### src/design/fan_ctrl_pkg.sv
/*
 Constants, register map and types shared by the fan lock, restart and commutation logic.
 Assumes a single 40 MHz clock; analog levels are carried as codes in 10 mV units.
*/
package fan_ctrl_pkg;
	// Clock and derived time bases
	localparam int CLOCK_HZ = 40_000_000;
	localparam int CYCLES_PER_US = CLOCK_HZ / 1_000_000;
	localparam int CYCLES_PER_MS = CLOCK_HZ / 1_000;

	// Lock timer periods and thresholds
	localparam int RESTART_ON_MS = 560;
	localparam int WAIT_OFF_MS = 6800;
	localparam int TIMER_UPPER_THRESHOLD_MV = 3000;
	localparam int TIMER_LOWER_THRESHOLD_MV = 1000;
	localparam logic [31:0] RESTART_ON_CYCLES = 32'(RESTART_ON_MS * CYCLES_PER_MS);
	localparam logic [31:0] WAIT_OFF_CYCLES = 32'(WAIT_OFF_MS * CYCLES_PER_MS);
	// Stall interval spans zero to the upper threshold, on period spans the two thresholds
	localparam logic [31:0] STALL_DETECT_CYCLES = 32'((RESTART_ON_MS * CYCLES_PER_MS)
		/ (TIMER_UPPER_THRESHOLD_MV - TIMER_LOWER_THRESHOLD_MV) * TIMER_UPPER_THRESHOLD_MV);

	// Commutation delay
	localparam int COMMUTATION_DELAY_US = 100;
	localparam logic [7:0] COMMUTATION_DELAY_RESET = 8'(COMMUTATION_DELAY_US);

	// PWM generator
	localparam int PWM_FREQ_HZ = 24_000;
	localparam int PWM_STEPS = 200;
	localparam int PWM_STEP_CYCLES = CLOCK_HZ / (PWM_FREQ_HZ * PWM_STEPS);
	localparam logic [7:0] DUTY_FULL = 8'(PWM_STEPS);

	// Speed demand levels, 10 mV units: 300 is 0 % drive, 100 is 100 % drive
	localparam logic [9:0] SPEED_ZERO_LEVEL = 10'h12c;
	localparam logic [9:0] SPEED_FULL_LEVEL = 10'h064;
	localparam logic [8:0] SPEED_DEMAND_RESET = 9'h064;
	localparam logic [8:0] MINIMUM_SPEED_RESET = 9'h12c;

	// Register byte offsets
	localparam logic [7:0] SPEED_DEMAND_ADDR = 8'h00;
	localparam logic [7:0] MINIMUM_SPEED_ADDR = 8'h04;
	localparam logic [7:0] COMMUTATION_DELAY_ADDR = 8'h08;
	localparam logic [7:0] STATUS_ADDR = 8'h0c;
	localparam logic [7:0] IRQ_STATUS_ADDR = 8'h10;
	localparam logic [7:0] IRQ_MASK_ADDR = 8'h14;

	// Status register fields
	localparam int STATUS_LOCKED_BIT = 0;
	localparam int STATUS_DRIVE_BIT = 1;
	localparam int STATUS_PHASE_BIT = 2;
	localparam int STATUS_HALL_BIT = 3;
	localparam int STATUS_LIMIT_BIT = 4;
	localparam int STATUS_DUTY_LSB = 8;

	// Interrupt status and mask fields
	localparam int IRQ_WIDTH = 3;
	localparam int IRQ_LOCK_BIT = 0;
	localparam int IRQ_RESTART_BIT = 1;
	localparam int IRQ_LIMIT_BIT = 2;

	// Lock timer states, Gray coded along run, wait, restart, wait
	typedef enum logic [1:0] {
		LOCK_RUN = 2'b00,
		LOCK_WAIT = 2'b01,
		LOCK_RESTART = 2'b11
	} lock_state_type;
endpackage

### src/design/lock_if.sv
/*
 Link between the commutation top and its lock and restart timer.
 Assumes both ends run on the same clock; the edge strobe is a one-cycle pulse.
*/
`timescale 1ns/10ps
interface lock_if;
	logic hall_edge; // Filtered Hall transition pulse
	logic locked; // Locked-rotor condition
	logic drive_enable; // Phase drive allowed
	logic restart_active; // In a restart attempt

	modport ctrl (output hall_edge, input locked, input drive_enable, input restart_active);
	modport timer (input hall_edge, output locked, output drive_enable, output restart_active);
endinterface

### src/design/lock_restart_timer.sv
/*
 Stall detection and endless wait / restart cycle of the locked-rotor timer.
 Assumes the Hall edge strobe arrives already synchronised and filtered.
*/
`timescale 1ns/10ps
module lock_restart_timer
	import fan_ctrl_pkg::*;
#(
	parameter logic [31:0] STALL_CYCLES = STALL_DETECT_CYCLES,
	parameter logic [31:0] WAIT_CYCLES = WAIT_OFF_CYCLES,
	parameter logic [31:0] RESTART_CYCLES = RESTART_ON_CYCLES
) (
	input wire logic clock, // System clock
	input wire logic rst, // Asynchronous reset, active high
	lock_if.timer bus // Edge in, lock state out
);
	lock_state_type state_q;
	logic [31:0] cnt_q;

	// State and period counter; every Hall edge while running clears the stall count
	always_ff @(posedge clock or posedge rst) begin
		if (rst) begin
			state_q <= LOCK_RUN;
			cnt_q <= 32'h0;
		end else begin
			case (state_q)
				LOCK_RUN: begin
					if (bus.hall_edge) begin
						cnt_q <= 32'h0;
					end else if (cnt_q >= STALL_CYCLES - 32'h1) begin
						state_q <= LOCK_WAIT;
						cnt_q <= 32'h0;
					end else begin
						cnt_q <= cnt_q + 32'h1;
					end
				end
				LOCK_WAIT: begin
					// Edges here come from a coasting rotor and are ignored
					if (cnt_q >= WAIT_CYCLES - 32'h1) begin
						state_q <= LOCK_RESTART;
						cnt_q <= 32'h0;
					end else begin
						cnt_q <= cnt_q + 32'h1;
					end
				end
				LOCK_RESTART: begin
					if (bus.hall_edge) begin
						state_q <= LOCK_RUN;
						cnt_q <= 32'h0;
					end else if (cnt_q >= RESTART_CYCLES - 32'h1) begin
						state_q <= LOCK_WAIT;
						cnt_q <= 32'h0;
					end else begin
						cnt_q <= cnt_q + 32'h1;
					end
				end
				default: begin
					state_q <= LOCK_RUN;
					cnt_q <= 32'h0;
				end
			endcase
		end
	end

	// Decoded lock outputs
	assign bus.locked = (state_q != LOCK_RUN);
	assign bus.drive_enable = (state_q != LOCK_WAIT);
	assign bus.restart_active = (state_q == LOCK_RESTART);
endmodule // lock_restart_timer

### src/design/fan_lock_restart_commutation.sv
/*
 Single-phase fan pre-driver control: Hall commutation with delay, PWM with current limit and
 minimum speed, locked-rotor detection with auto restart, open-drain flags, APB registers.
 Assumes comparator outputs (Hall, over-current) arrive asynchronously on pins and an APB master
 on the same 40 MHz clock.

// Operation
// - A rotor that stops turning is flagged locked after the stall interval and all phases go off.
// - While locked, wait periods with drive off alternate with restart periods with drive on, forever.
// - The restart drive period is 0.56 s and the wait period 6.8 s, a ratio of about 1:12.
// - The timer runs between 1 V and 3 V so the stall interval is 1.5 restart periods.
// - The locked flag reads high when stopped and low when running, only ever driven low.
// - The speed pulse is an open-drain copy of the Hall state.
// - Each low-side output carries both commutation and PWM chopping.
// - Each high-side output carries commutation only, no chopping.
// - The low-side output of the inactive phase stays low.
// - Winding current above the limit reduces the PWM drive ratio.
// - Current below the limit leaves the speed demand unchanged.
// - The minimum speed duty always wins over the current limit reduction.
// - Phase b is active while the positive Hall input is above the negative one, else phase a.
// - Demand maps linearly 3 V to 1 V onto 0 % to 100 % duty, and above 3 V drive is off.
// - A phase change follows a Hall transition after a 100 us delay that software can adjust.
*/
// The APB register port and the register offsets are this design's own decisions.
`timescale 1ns/10ps
module fan_lock_restart_commutation
	import fan_ctrl_pkg::*;
#(
	parameter logic [31:0] STALL_CYCLES = STALL_DETECT_CYCLES, // Stall-detect interval
	parameter logic [31:0] WAIT_CYCLES = WAIT_OFF_CYCLES, // Locked wait period
	parameter logic [31:0] RESTART_CYCLES = RESTART_ON_CYCLES // Restart drive period
) (
	input wire logic clock, // 40 MHz clock
	input wire logic rst, // Asynchronous reset
	input wire logic hall_pos_above_neg, // Hall comparator pin
	input wire logic sense_above_limit, // Sense above current_limit_level
	input wire logic psel, // APB select
	input wire logic penable, // APB enable
	input wire logic pwrite, // APB write
	input wire logic [7:0] paddr, // APB byte address
	input wire logic [31:0] pwdata, // APB write data
	output logic [31:0] prdata, // APB read data
	output logic pready, // APB ready
	output logic pslverr, // APB error
	output logic phase_a_high_side, // Phase a high-side drive
	output logic phase_b_high_side, // Phase b high-side drive
	output logic phase_a_low_side, // Phase a low-side drive
	output logic phase_b_low_side, // Phase b low-side drive
	output logic speed_pulse_out_o, // Speed pulse level, always low
	output logic speed_pulse_out_oe, // Speed pulse pull-down enable
	output logic locked_flag_o, // Locked flag level, always low
	output logic locked_flag_oe, // Locked flag pull-down enable
	output logic irq // Interrupt, level high
);
	lock_if lock_bus ();

	logic [1:0] sync1_q, sync2_q, sync3_q, filt_q;
	logic hall_prev_q, over_prev_q, locked_prev_q;
	logic hall_edge;
	logic [8:0] speed_demand_in_q, minimum_speed_level_q;
	logic [7:0] commutation_delay_adj_q;
	logic [IRQ_WIDTH-1:0] irq_status_q, irq_mask_q, irq_set;
	logic [3:0] step_cnt_q;
	logic [7:0] pwm_cnt_q, duty_q, duty_d, min_duty;
	logic period_end, pwm_on, speed_disable;
	logic [8:0] limit_corr_q;
	logic [9:0] limited_level;
	logic phase_sel_q;
	logic [15:0] delay_cnt_q, delay_target;
	logic commutate_now;
	logic apb_write, apb_setup;
	logic [31:0] rd_word;
	logic speed_pulse_oe_q, locked_flag_oe_q;
	logic phase_a_hi_q, phase_b_hi_q, phase_a_lo_q, phase_b_lo_q;

	// Level code to duty, 0 at or above the zero level, full at or below the full level
	function automatic logic [7:0] duty_from_level(input logic [9:0] level);
		if (level >= SPEED_ZERO_LEVEL) begin
			return 8'h00;
		end else if (level <= SPEED_FULL_LEVEL) begin
			return DUTY_FULL;
		end else begin
			return 8'(SPEED_ZERO_LEVEL - level);
		end
	endfunction

	// Three-stage sampling of pin comparators; a bit changes when stages two and three agree
	always_ff @(posedge clock or posedge rst) begin
		if (rst) begin
			sync1_q <= 2'h0;
			sync2_q <= 2'h0;
			sync3_q <= 2'h0;
			filt_q <= 2'h0;
		end else begin
			sync1_q <= {sense_above_limit, hall_pos_above_neg};
			sync2_q <= sync1_q;
			sync3_q <= sync2_q;
			for (int i = 0; i < 2; i++) begin
				if (sync2_q[i] == sync3_q[i]) begin
					filt_q[i] <= sync3_q[i];
				end
			end
		end
	end

	// Edge history for Hall, over-current and lock
	always_ff @(posedge clock or posedge rst) begin
		if (rst) begin
			hall_prev_q <= 1'b0;
			over_prev_q <= 1'b0;
			locked_prev_q <= 1'b0;
		end else begin
			hall_prev_q <= filt_q[0];
			over_prev_q <= filt_q[1];
			locked_prev_q <= lock_bus.locked;
		end
	end

	assign hall_edge = filt_q[0] ^ hall_prev_q;
	assign lock_bus.hall_edge = hall_edge;

	lock_restart_timer #(
		.STALL_CYCLES(STALL_CYCLES),
		.WAIT_CYCLES(WAIT_CYCLES),
		.RESTART_CYCLES(RESTART_CYCLES)
	) u_lock_timer (
		.clock(clock),
		.rst(rst),
		.bus(lock_bus)
	);

	// Commutation delay: count cycles while the selected phase lags the Hall state
	assign delay_target = 16'(commutation_delay_adj_q) * 16'(CYCLES_PER_US);
	assign commutate_now = (phase_sel_q != filt_q[0]) && (delay_cnt_q + 16'h1 >= delay_target);

	always_ff @(posedge clock or posedge rst) begin
		if (rst) begin
			phase_sel_q <= 1'b0;
			delay_cnt_q <= 16'h0;
		end else if (phase_sel_q == filt_q[0]) begin
			delay_cnt_q <= 16'h0;
		end else if (commutate_now) begin
			phase_sel_q <= filt_q[0];
			delay_cnt_q <= 16'h0;
		end else begin
			delay_cnt_q <= delay_cnt_q + 16'h1;
		end
	end

	// PWM time base; duty is taken once a period so a pulse is never cut short
	always_ff @(posedge clock or posedge rst) begin
		if (rst) begin
			step_cnt_q <= 4'h0;
			pwm_cnt_q <= 8'h00;
		end else if (step_cnt_q == 4'(PWM_STEP_CYCLES - 1)) begin
			step_cnt_q <= 4'h0;
			pwm_cnt_q <= (pwm_cnt_q == 8'(PWM_STEPS - 1)) ? 8'h00 : pwm_cnt_q + 8'h01;
		end else begin
			step_cnt_q <= step_cnt_q + 4'h1;
		end
	end

	assign period_end = (step_cnt_q == 4'(PWM_STEP_CYCLES - 1)) && (pwm_cnt_q == 8'(PWM_STEPS - 1));

	// Current limit correction; cleared at once when current is back under the limit,
	// which trades some chatter at the limit for an untouched demand below it
	always_ff @(posedge clock or posedge rst) begin
		if (rst) begin
			limit_corr_q <= 9'h000;
		end else if (!filt_q[1]) begin
			limit_corr_q <= 9'h000;
		end else if (period_end && limit_corr_q < 9'(DUTY_FULL)) begin
			limit_corr_q <= limit_corr_q + 9'h001;
		end
	end

	// Effective duty: correction raises the demand level, minimum speed sets a floor
	assign speed_disable = ({1'b0, speed_demand_in_q} > SPEED_ZERO_LEVEL);
	assign limited_level = {1'b0, speed_demand_in_q} + {1'b0, limit_corr_q};
	assign min_duty = duty_from_level({1'b0, minimum_speed_level_q});

	always_comb begin
		if (speed_disable) begin
			duty_d = 8'h00;
		end else if (duty_from_level(limited_level) < min_duty) begin
			duty_d = min_duty;
		end else begin
			duty_d = duty_from_level(limited_level);
		end
	end

	always_ff @(posedge clock or posedge rst) begin
		if (rst) begin
			duty_q <= 8'h00;
		end else if (period_end) begin
			duty_q <= duty_d;
		end
	end

	assign pwm_on = (pwm_cnt_q < duty_q);

	// Bridge and flag outputs, registered so the pins never glitch
	always_ff @(posedge clock or posedge rst) begin
		if (rst) begin
			phase_a_hi_q <= 1'b0;
			phase_b_hi_q <= 1'b0;
			phase_a_lo_q <= 1'b0;
			phase_b_lo_q <= 1'b0;
			speed_pulse_oe_q <= 1'b0;
			locked_flag_oe_q <= 1'b0;
		end else begin
			phase_a_hi_q <= lock_bus.drive_enable && !phase_sel_q;
			phase_b_hi_q <= lock_bus.drive_enable && phase_sel_q;
			phase_a_lo_q <= lock_bus.drive_enable && !phase_sel_q && pwm_on;
			phase_b_lo_q <= lock_bus.drive_enable && phase_sel_q && pwm_on;
			speed_pulse_oe_q <= !filt_q[0];
			locked_flag_oe_q <= !lock_bus.locked;
		end
	end

	assign phase_a_high_side = phase_a_hi_q;
	assign phase_b_high_side = phase_b_hi_q;
	assign phase_a_low_side = phase_a_lo_q;
	assign phase_b_low_side = phase_b_lo_q;
	assign speed_pulse_out_o = 1'b0;
	assign speed_pulse_out_oe = speed_pulse_oe_q;
	assign locked_flag_o = 1'b0;
	assign locked_flag_oe = locked_flag_oe_q;

	// APB decode; zero wait states, unmapped offsets answer with an error
	assign apb_setup = psel && !penable;
	assign apb_write = psel && penable && pwrite;
	assign pready = 1'b1;
	assign pslverr = psel && penable && !(paddr inside {SPEED_DEMAND_ADDR, MINIMUM_SPEED_ADDR,
		COMMUTATION_DELAY_ADDR, STATUS_ADDR, IRQ_STATUS_ADDR, IRQ_MASK_ADDR});

	// Software settings
	always_ff @(posedge clock or posedge rst) begin
		if (rst) begin
			speed_demand_in_q <= SPEED_DEMAND_RESET;
			minimum_speed_level_q <= MINIMUM_SPEED_RESET;
			commutation_delay_adj_q <= COMMUTATION_DELAY_RESET;
			irq_mask_q <= '0;
		end else if (apb_write) begin
			case (paddr)
				SPEED_DEMAND_ADDR: speed_demand_in_q <= pwdata[8:0];
				MINIMUM_SPEED_ADDR: minimum_speed_level_q <= pwdata[8:0];
				COMMUTATION_DELAY_ADDR: commutation_delay_adj_q <= pwdata[7:0];
				IRQ_MASK_ADDR: irq_mask_q <= pwdata[IRQ_WIDTH-1:0];
				default: begin
				end
			endcase
		end
	end

	// Sticky events; a set in the clearing cycle survives the write of one
	assign irq_set[IRQ_LOCK_BIT] = lock_bus.locked && !locked_prev_q;
	assign irq_set[IRQ_RESTART_BIT] = !lock_bus.locked && locked_prev_q;
	assign irq_set[IRQ_LIMIT_BIT] = filt_q[1] && !over_prev_q;

	always_ff @(posedge clock or posedge rst) begin
		if (rst) begin
			irq_status_q <= '0;
		end else if (apb_write && paddr == IRQ_STATUS_ADDR) begin
			irq_status_q <= (irq_status_q & ~pwdata[IRQ_WIDTH-1:0]) | irq_set;
		end else begin
			irq_status_q <= irq_status_q | irq_set;
		end
	end

	assign irq = |(irq_status_q & irq_mask_q);

	// Read data is captured in the setup cycle and stands through the access cycle
	always_comb begin
		rd_word = 32'h0;
		case (paddr)
			SPEED_DEMAND_ADDR: rd_word[8:0] = speed_demand_in_q;
			MINIMUM_SPEED_ADDR: rd_word[8:0] = minimum_speed_level_q;
			COMMUTATION_DELAY_ADDR: rd_word[7:0] = commutation_delay_adj_q;
			STATUS_ADDR: begin
				rd_word[STATUS_LOCKED_BIT] = lock_bus.locked;
				rd_word[STATUS_DRIVE_BIT] = lock_bus.restart_active;
				rd_word[STATUS_PHASE_BIT] = phase_sel_q;
				rd_word[STATUS_HALL_BIT] = filt_q[0];
				rd_word[STATUS_LIMIT_BIT] = filt_q[1];
				rd_word[STATUS_DUTY_LSB +: 8] = duty_q;
			end
			IRQ_STATUS_ADDR: rd_word[IRQ_WIDTH-1:0] = irq_status_q;
			IRQ_MASK_ADDR: rd_word[IRQ_WIDTH-1:0] = irq_mask_q;
			default: rd_word = 32'h0;
		endcase
	end

	always_ff @(posedge clock or posedge rst) begin
		if (rst) begin
			prdata <= 32'h0;
		end else if (apb_setup && !pwrite) begin
			prdata <= rd_word;
		end
	end
endmodule // fan_lock_restart_commutation

### config.mk
export PLATFORM = sky130hd
export DESIGN_NAME = fan_lock_restart_commutation
export DESIGN_NICKNAME = d
export VERILOG_FILES = /design/src/design/fan_ctrl_pkg.sv /design/src/design/lock_if.sv /design/src/design/lock_restart_timer.sv /design/src/design/fan_lock_restart_commutation.sv
export SDC_FILE = /design/constraint.sdc
export NUM_CORES = 1
export LEC_CHECK = 0
export ABC_AREA = 1
export BUFFER_PORTS_ARGS = -buffer_cell sky130_fd_sc_hd__buf_2
export CAP_MARGIN = 20
export CORE_ASPECT_RATIO = 0.7
export CORE_MARGIN = 2
export CORE_UTILIZATION = 35
export DETAILED_ROUTE_END_ITERATION = 10
export GPL_TIMING_DRIVEN = 0
export PLACE_DENSITY = 0.62
export SLEW_MARGIN = 20
export SYNTH_ARGS = -nofsm -noshare
export SYNTH_HDL_FRONTEND = slang
export SYNTH_HIERARCHICAL = 1
export SYNTH_SLANG_ARGS = --single-unit
### constraint.sdc
create_clock -name clock -period 3.9 [get_ports clock]
set_input_delay 0.78 -clock clock [delete_from_list [all_inputs] [get_ports clock]]
set_output_delay 0.78 -clock clock [all_outputs]
set_load 0.02 [all_outputs]
==> results by stage <==
Status:
- The run finished with clean final reports.

Timing:
- The period utilization is 92.1%.
- The final critical path time including I/O delays and setup is 3.59 ns.
- At the pin with the least slew margin, the transition time is 0.787 ns.
- The worst clock skew on the final layout is 0.0123 ns.
- The number of setup violations in the final report is 0.
- Across all hold checks on the routed design, the worst slack comes to 0.348 ns.
- In this run the tightest slew margin relative to its limit is 47.4%.
- The final hold violation count is 0.
- The highest clock frequency the design can meet is 278 MHz.
- Across all setup checks in the final design, the least slack found is 0.307 ns.
- The final max-slew violation count is 0.

Finish:
- The number of fillers in the final layout is 2859.
- In the final layout, the share of cells above drive strength 1 is 13.0%.
- 0 antenna diodes ended up in the layout.
- At the end of the flow, the number of nets in the layout was 1590.
- Summing all non-filler instances in the final layout gives an area of 11500 µm².
- The area overhead of the layout relative to synthesis is 15.1%.

Yosys:
- The number of enable-type register cells in the synthesized netlist is 0.
- The mapped cell area is 10000 µm².
- The sequential element share of the synthesized area is 36.4%.
- After Yosys synthesis, full adders, half adders and majority gates account for 7.35% of the synthesized area.
- The post-synthesis async set-or-reset flop share is 100%.
- After Yosys synthesis, and, or, nand and nor cells account for 32.5% of the synthesized area.
- The synthesized design spends more area on one cell type than any other, namely dfrtp_1.
- Counting flops and latches in the post-synthesis netlist gives 145.
- Counting distinct cell types in the post-synthesis netlist gives 58.
- The mean area per synthesized cell is 7.18 µm².
- The post-synthesis compound-gate area fraction is 8.68%.
- The main flop type after synthesis is dfrtp_1.
- The multiplexer area fraction after synthesis is 0%.
- The xor and xnor area share after synthesis is 3.68%.
- After synthesis, the largest family of logic cells by area is simple AND/OR/NAND/NOR gates.
- The fraction of post-synthesis cell area in the top cell type by area is 33.8%.
- For this run, the number of Yosys warnings is 6.
- The number of instances in the synthesized netlist is 1394.
- Sorting the synthesized cells by area gives the leading types as dfrtp_1 34%, nand2_1 12%, inv_1 8.0%.

Setup path:
- The endpoint class of the critical path is a register.
- The endpoint identified for the worst register-to-register timing path is duty_q[2].
- For the worst setup path, the data required time is 4.28 ns.
- For the worst flop-to-flop path, the logic depth is 24.
- STA classifies the critical path startpoint as a register.
- For the worst setup path, the data arrival time is 3.97 ns.
- By startpoint and endpoint, the worst setup path is classified as register to register.
- The reg-to-reg startpoint is speed_demand_in_q[0].
- The setup slack on the worst flop-to-flop path is 0.31 ns.
- The maximum fanout encountered on the critical timing path is 9.

Drt:
- The detail-routed via count per cell is 4.86.
- The final wirelength is 26600 µm.
- In the routed design, unresolved DRC markers number 0.
- The routed wirelength normalized by instance count is 14.2 µm.
- The detailed router's first-iteration violation count is 771.
- The detailed-route via count is 9093.
- The count of TritonRoute iterations in the first routing pass is 6.
- The count of nets left with antenna violations once routing finished came out at 0.

Die:
- 90 I/O pins were placed.
- The starting density of the core is 35.8%.
- In this run the vertical extent of the chip is 145 µm.
- The floorplan step defined a die boundary enclosing 30000 µm².
- From left edge to right edge, the die measures 206 µm.
- The region available for standard cell placement spans 27900 µm².
- The initialized floorplan defines 51 standard-cell rows.

GRT:
- The number of antenna violations at the first check in global routing is 0.
- The total overflow reported by the global router is 0.
- The global-route usage over all layers is 18.7%.
- The via count of the first global-routing pass was 8611.
- The first global-routing pass estimated 44300 µm of wire.
- Entering global routing, the biggest net connects 76 pins.

Placed design:
- The cell area after placement is 10800 µm².
- At the placement stage, the worst setup path has a slack of -0.261 ns.
- The number of port buffers is 47.
- Once detailed placement completed, the half-perimeter wirelength came to 20800 µm.
- The routability congestion estimate from global placement is 0.962.

Clock network:
- TritonCTS built the clock tree.
- The TritonCTS buffer count is 17.
- The worst-skew pair later-pin latency is 0.45 ns.
- The root buffer cell chosen for the clock tree is clkbuf_16.
- The H-tree was split into 4 levels.
- The deepest clock path buffer count is 2.
- After clock tree synthesis, the clock-pin slew on the worst setup and hold paths is 0.06 ns.
- The clock net in this run drives a total of 145 sinks.

Pwr:
- For this design the static power due to leakage is 5.95 nW.
- Per report_power, the clock group accounts for 43.0% of the total.
- The power density of the placed cells is 332 nW/µm².
- The share of total power dissipated in combinational logic is 15.2%.
- The power after layout is 3.82 mW.
- The analysis attributes to net switching a power of 1.17 mW.
- The proportion of power drawn by flip-flops and latches is 41.7%.
- The internal power of the cells totals 2.65 mW.
- In this run switching power makes up 30.6% of total power.
- The peak supply drop is 0.283 mV.

Worst hold path:
- Along the worst hold path, the cell count comes to 0.
- The worst-case hold path end point is sync2_q[1].
- In this run the worst hold path is classified as register to register.
- The startpoint identified for the worst hold timing path is sync1_q[1].

Run:
- The max-cap check violation count is 0.
-- stage by stage --
step                TNS [ns]  utilization [%]  instances
floorplan                  0                -       1415
global placement     -136.24             38.6       1833
detailed placement     -1.85             38.8       1835
CTS                        0             41.0       1868
global route         -0.0130             41.2       1871
finish                     0             41.2       1871
-- placed cells by master, fill, tap and decap left out, drive strengths merged, types with 5 or more instances in the layout --
master	synthesis	layout
conb	3	24
clkinv	3	10
xor2	37	37
nand3	143	143
buf	34	87
nor3	21	21
ha	54	54
clkbuf	14	34
dfstp	10	10
inv	218	220
nand4	33	33
a221oi	10	10
nand2	339	339
nor2	169	169
a31oi	5	5
o21ai	66	66
dfrtp	135	135
o31ai	9	9
or2	9	9
a21oi	41	41
xnor2	5	5
-- power by group through the flow --
stage / Combinational, mW / Clock [mW] / Sequential, mW
after detailed placement: 0.567 / 0 / 1.62
final: 0.582 / 1.64 / 1.59
after floorplan: 0.345 / 0 / 1.63
after global routing: 0.641 / 1.75 / 1.60
after CTS: 0.574 / 1.67 / 1.59
after global placement: 0.552 / 0 / 1.62
-- cells in the mapped netlist (18+ instances only) --
library cell	count
nand2_1	328
inv_1	212
nor2_1	150
nand3_1	141
dfrtp_1	135
o21ai_0	65
ha_1	54
a21oi_1	41
xor2_1	37
nand4_1	32
buf_4	23
nor3_1	18
-- per-layer routing --
metal / up-vias / wire (µm) / global-route usage, %
met3: 31 / 1980 / 4.95
li1: 4621 / - / -
met4: 0 / 449 / 5.46
met5: - / 0 / 0
met1: 4181 / 13300 / 28.0
met2: 260 / 10900 / 26.0
-- timing repair --
action	in CTS	in global routing
gates resized for setup	2	11
setup endpoints to repair	8	8
hold buffers	0	0
buffers inserted	1	3
pin swaps	1	3
gates cloned	0	0
-- critical path, stage by stage, from the launching register on --
cell and delay (ns):
dfrtp_1 0.40, ha_2 0.23, fa_1 0.39, nand2_1 0.12, nand2_2 0.10, nand3_1 0.10, nand2_1 0.05, nand2_1 0.05
nand2_1 0.10, inv_1 0.12, nand3_1 0.10, a21oi_2 0.20, inv_2 0.10, nor2_4 0.12, o21ai_2 0.10, inv_1 0.07
ha_1 0.23, a21oi_1 0.13, nor2_1 0.08, a211oi_4 0.25, buf_12 0.16, nand2_4 0.08, nand2_1 0.07, nand3_1 0.06
nand2_1 0.11
-- cell type report --
type	count	area, µm²	area share, %
sequential	145	3640	31.6
inverter	221	835	7.24
buffer	48	305	2.65
timing repair buffer	53	333	2.89
clock inverter	12	135	1.17
multi-input combinational	1001	5360	46.5
tap	371	464	4.03
clock buffer	20	447	3.88
-- kinds of logic (layout without fill, tap and decap cells) --
| family | count (synthesis) | in the layout |
|---|---|---|
| buffers and inverters | 269 | 354 |
| AO/OA/AOI/OAI | 148 | 148 |
| adder cells (fa/ha/maj) | 58 | 58 |
| flip-flops | 145 | 145 |
| XOR/XNOR | 42 | 42 |
| AND/OR/NAND/NOR | 729 | 729 |
| other | 3 | 24 |
-- flip-flops by register name (all words and copies together), names as in the netlist, 2 cells and up --
register	cells
irq_status_q	3
limit_corr_q	9
u_lock_timer/state_q	2
sync1_q	2
pwm_cnt_q	8
speed_demand_in_q	9
duty_q	8
irq_mask_q	3
sync2_q	2
delay_cnt_q	16
step_cnt_q	4
filt_q	2
prdata	16
minimum_speed_level_q	9
commutation_delay_adj_q	8
sync3_q	2
u_lock_timer/cnt_q	32
-- worst max path at each step --
stage                               from                          to  slack, ns  cells after the start
finish              speed_demand_in_q[0]                   duty_q[2]       0.31                     24
detailed placement  speed_demand_in_q[0]                   duty_q[2]      -0.26                     23
floorplan                            rst  commutation_delay_adj_q[0]       0.21                      1
global route        speed_demand_in_q[0]                   duty_q[1]      -0.01                     24
global placement                     rst              delay_cnt_q[5]      -1.34                      2
CTS                 speed_demand_in_q[0]                   duty_q[2]       0.01                     24
(Power assumes the default switching activity.)
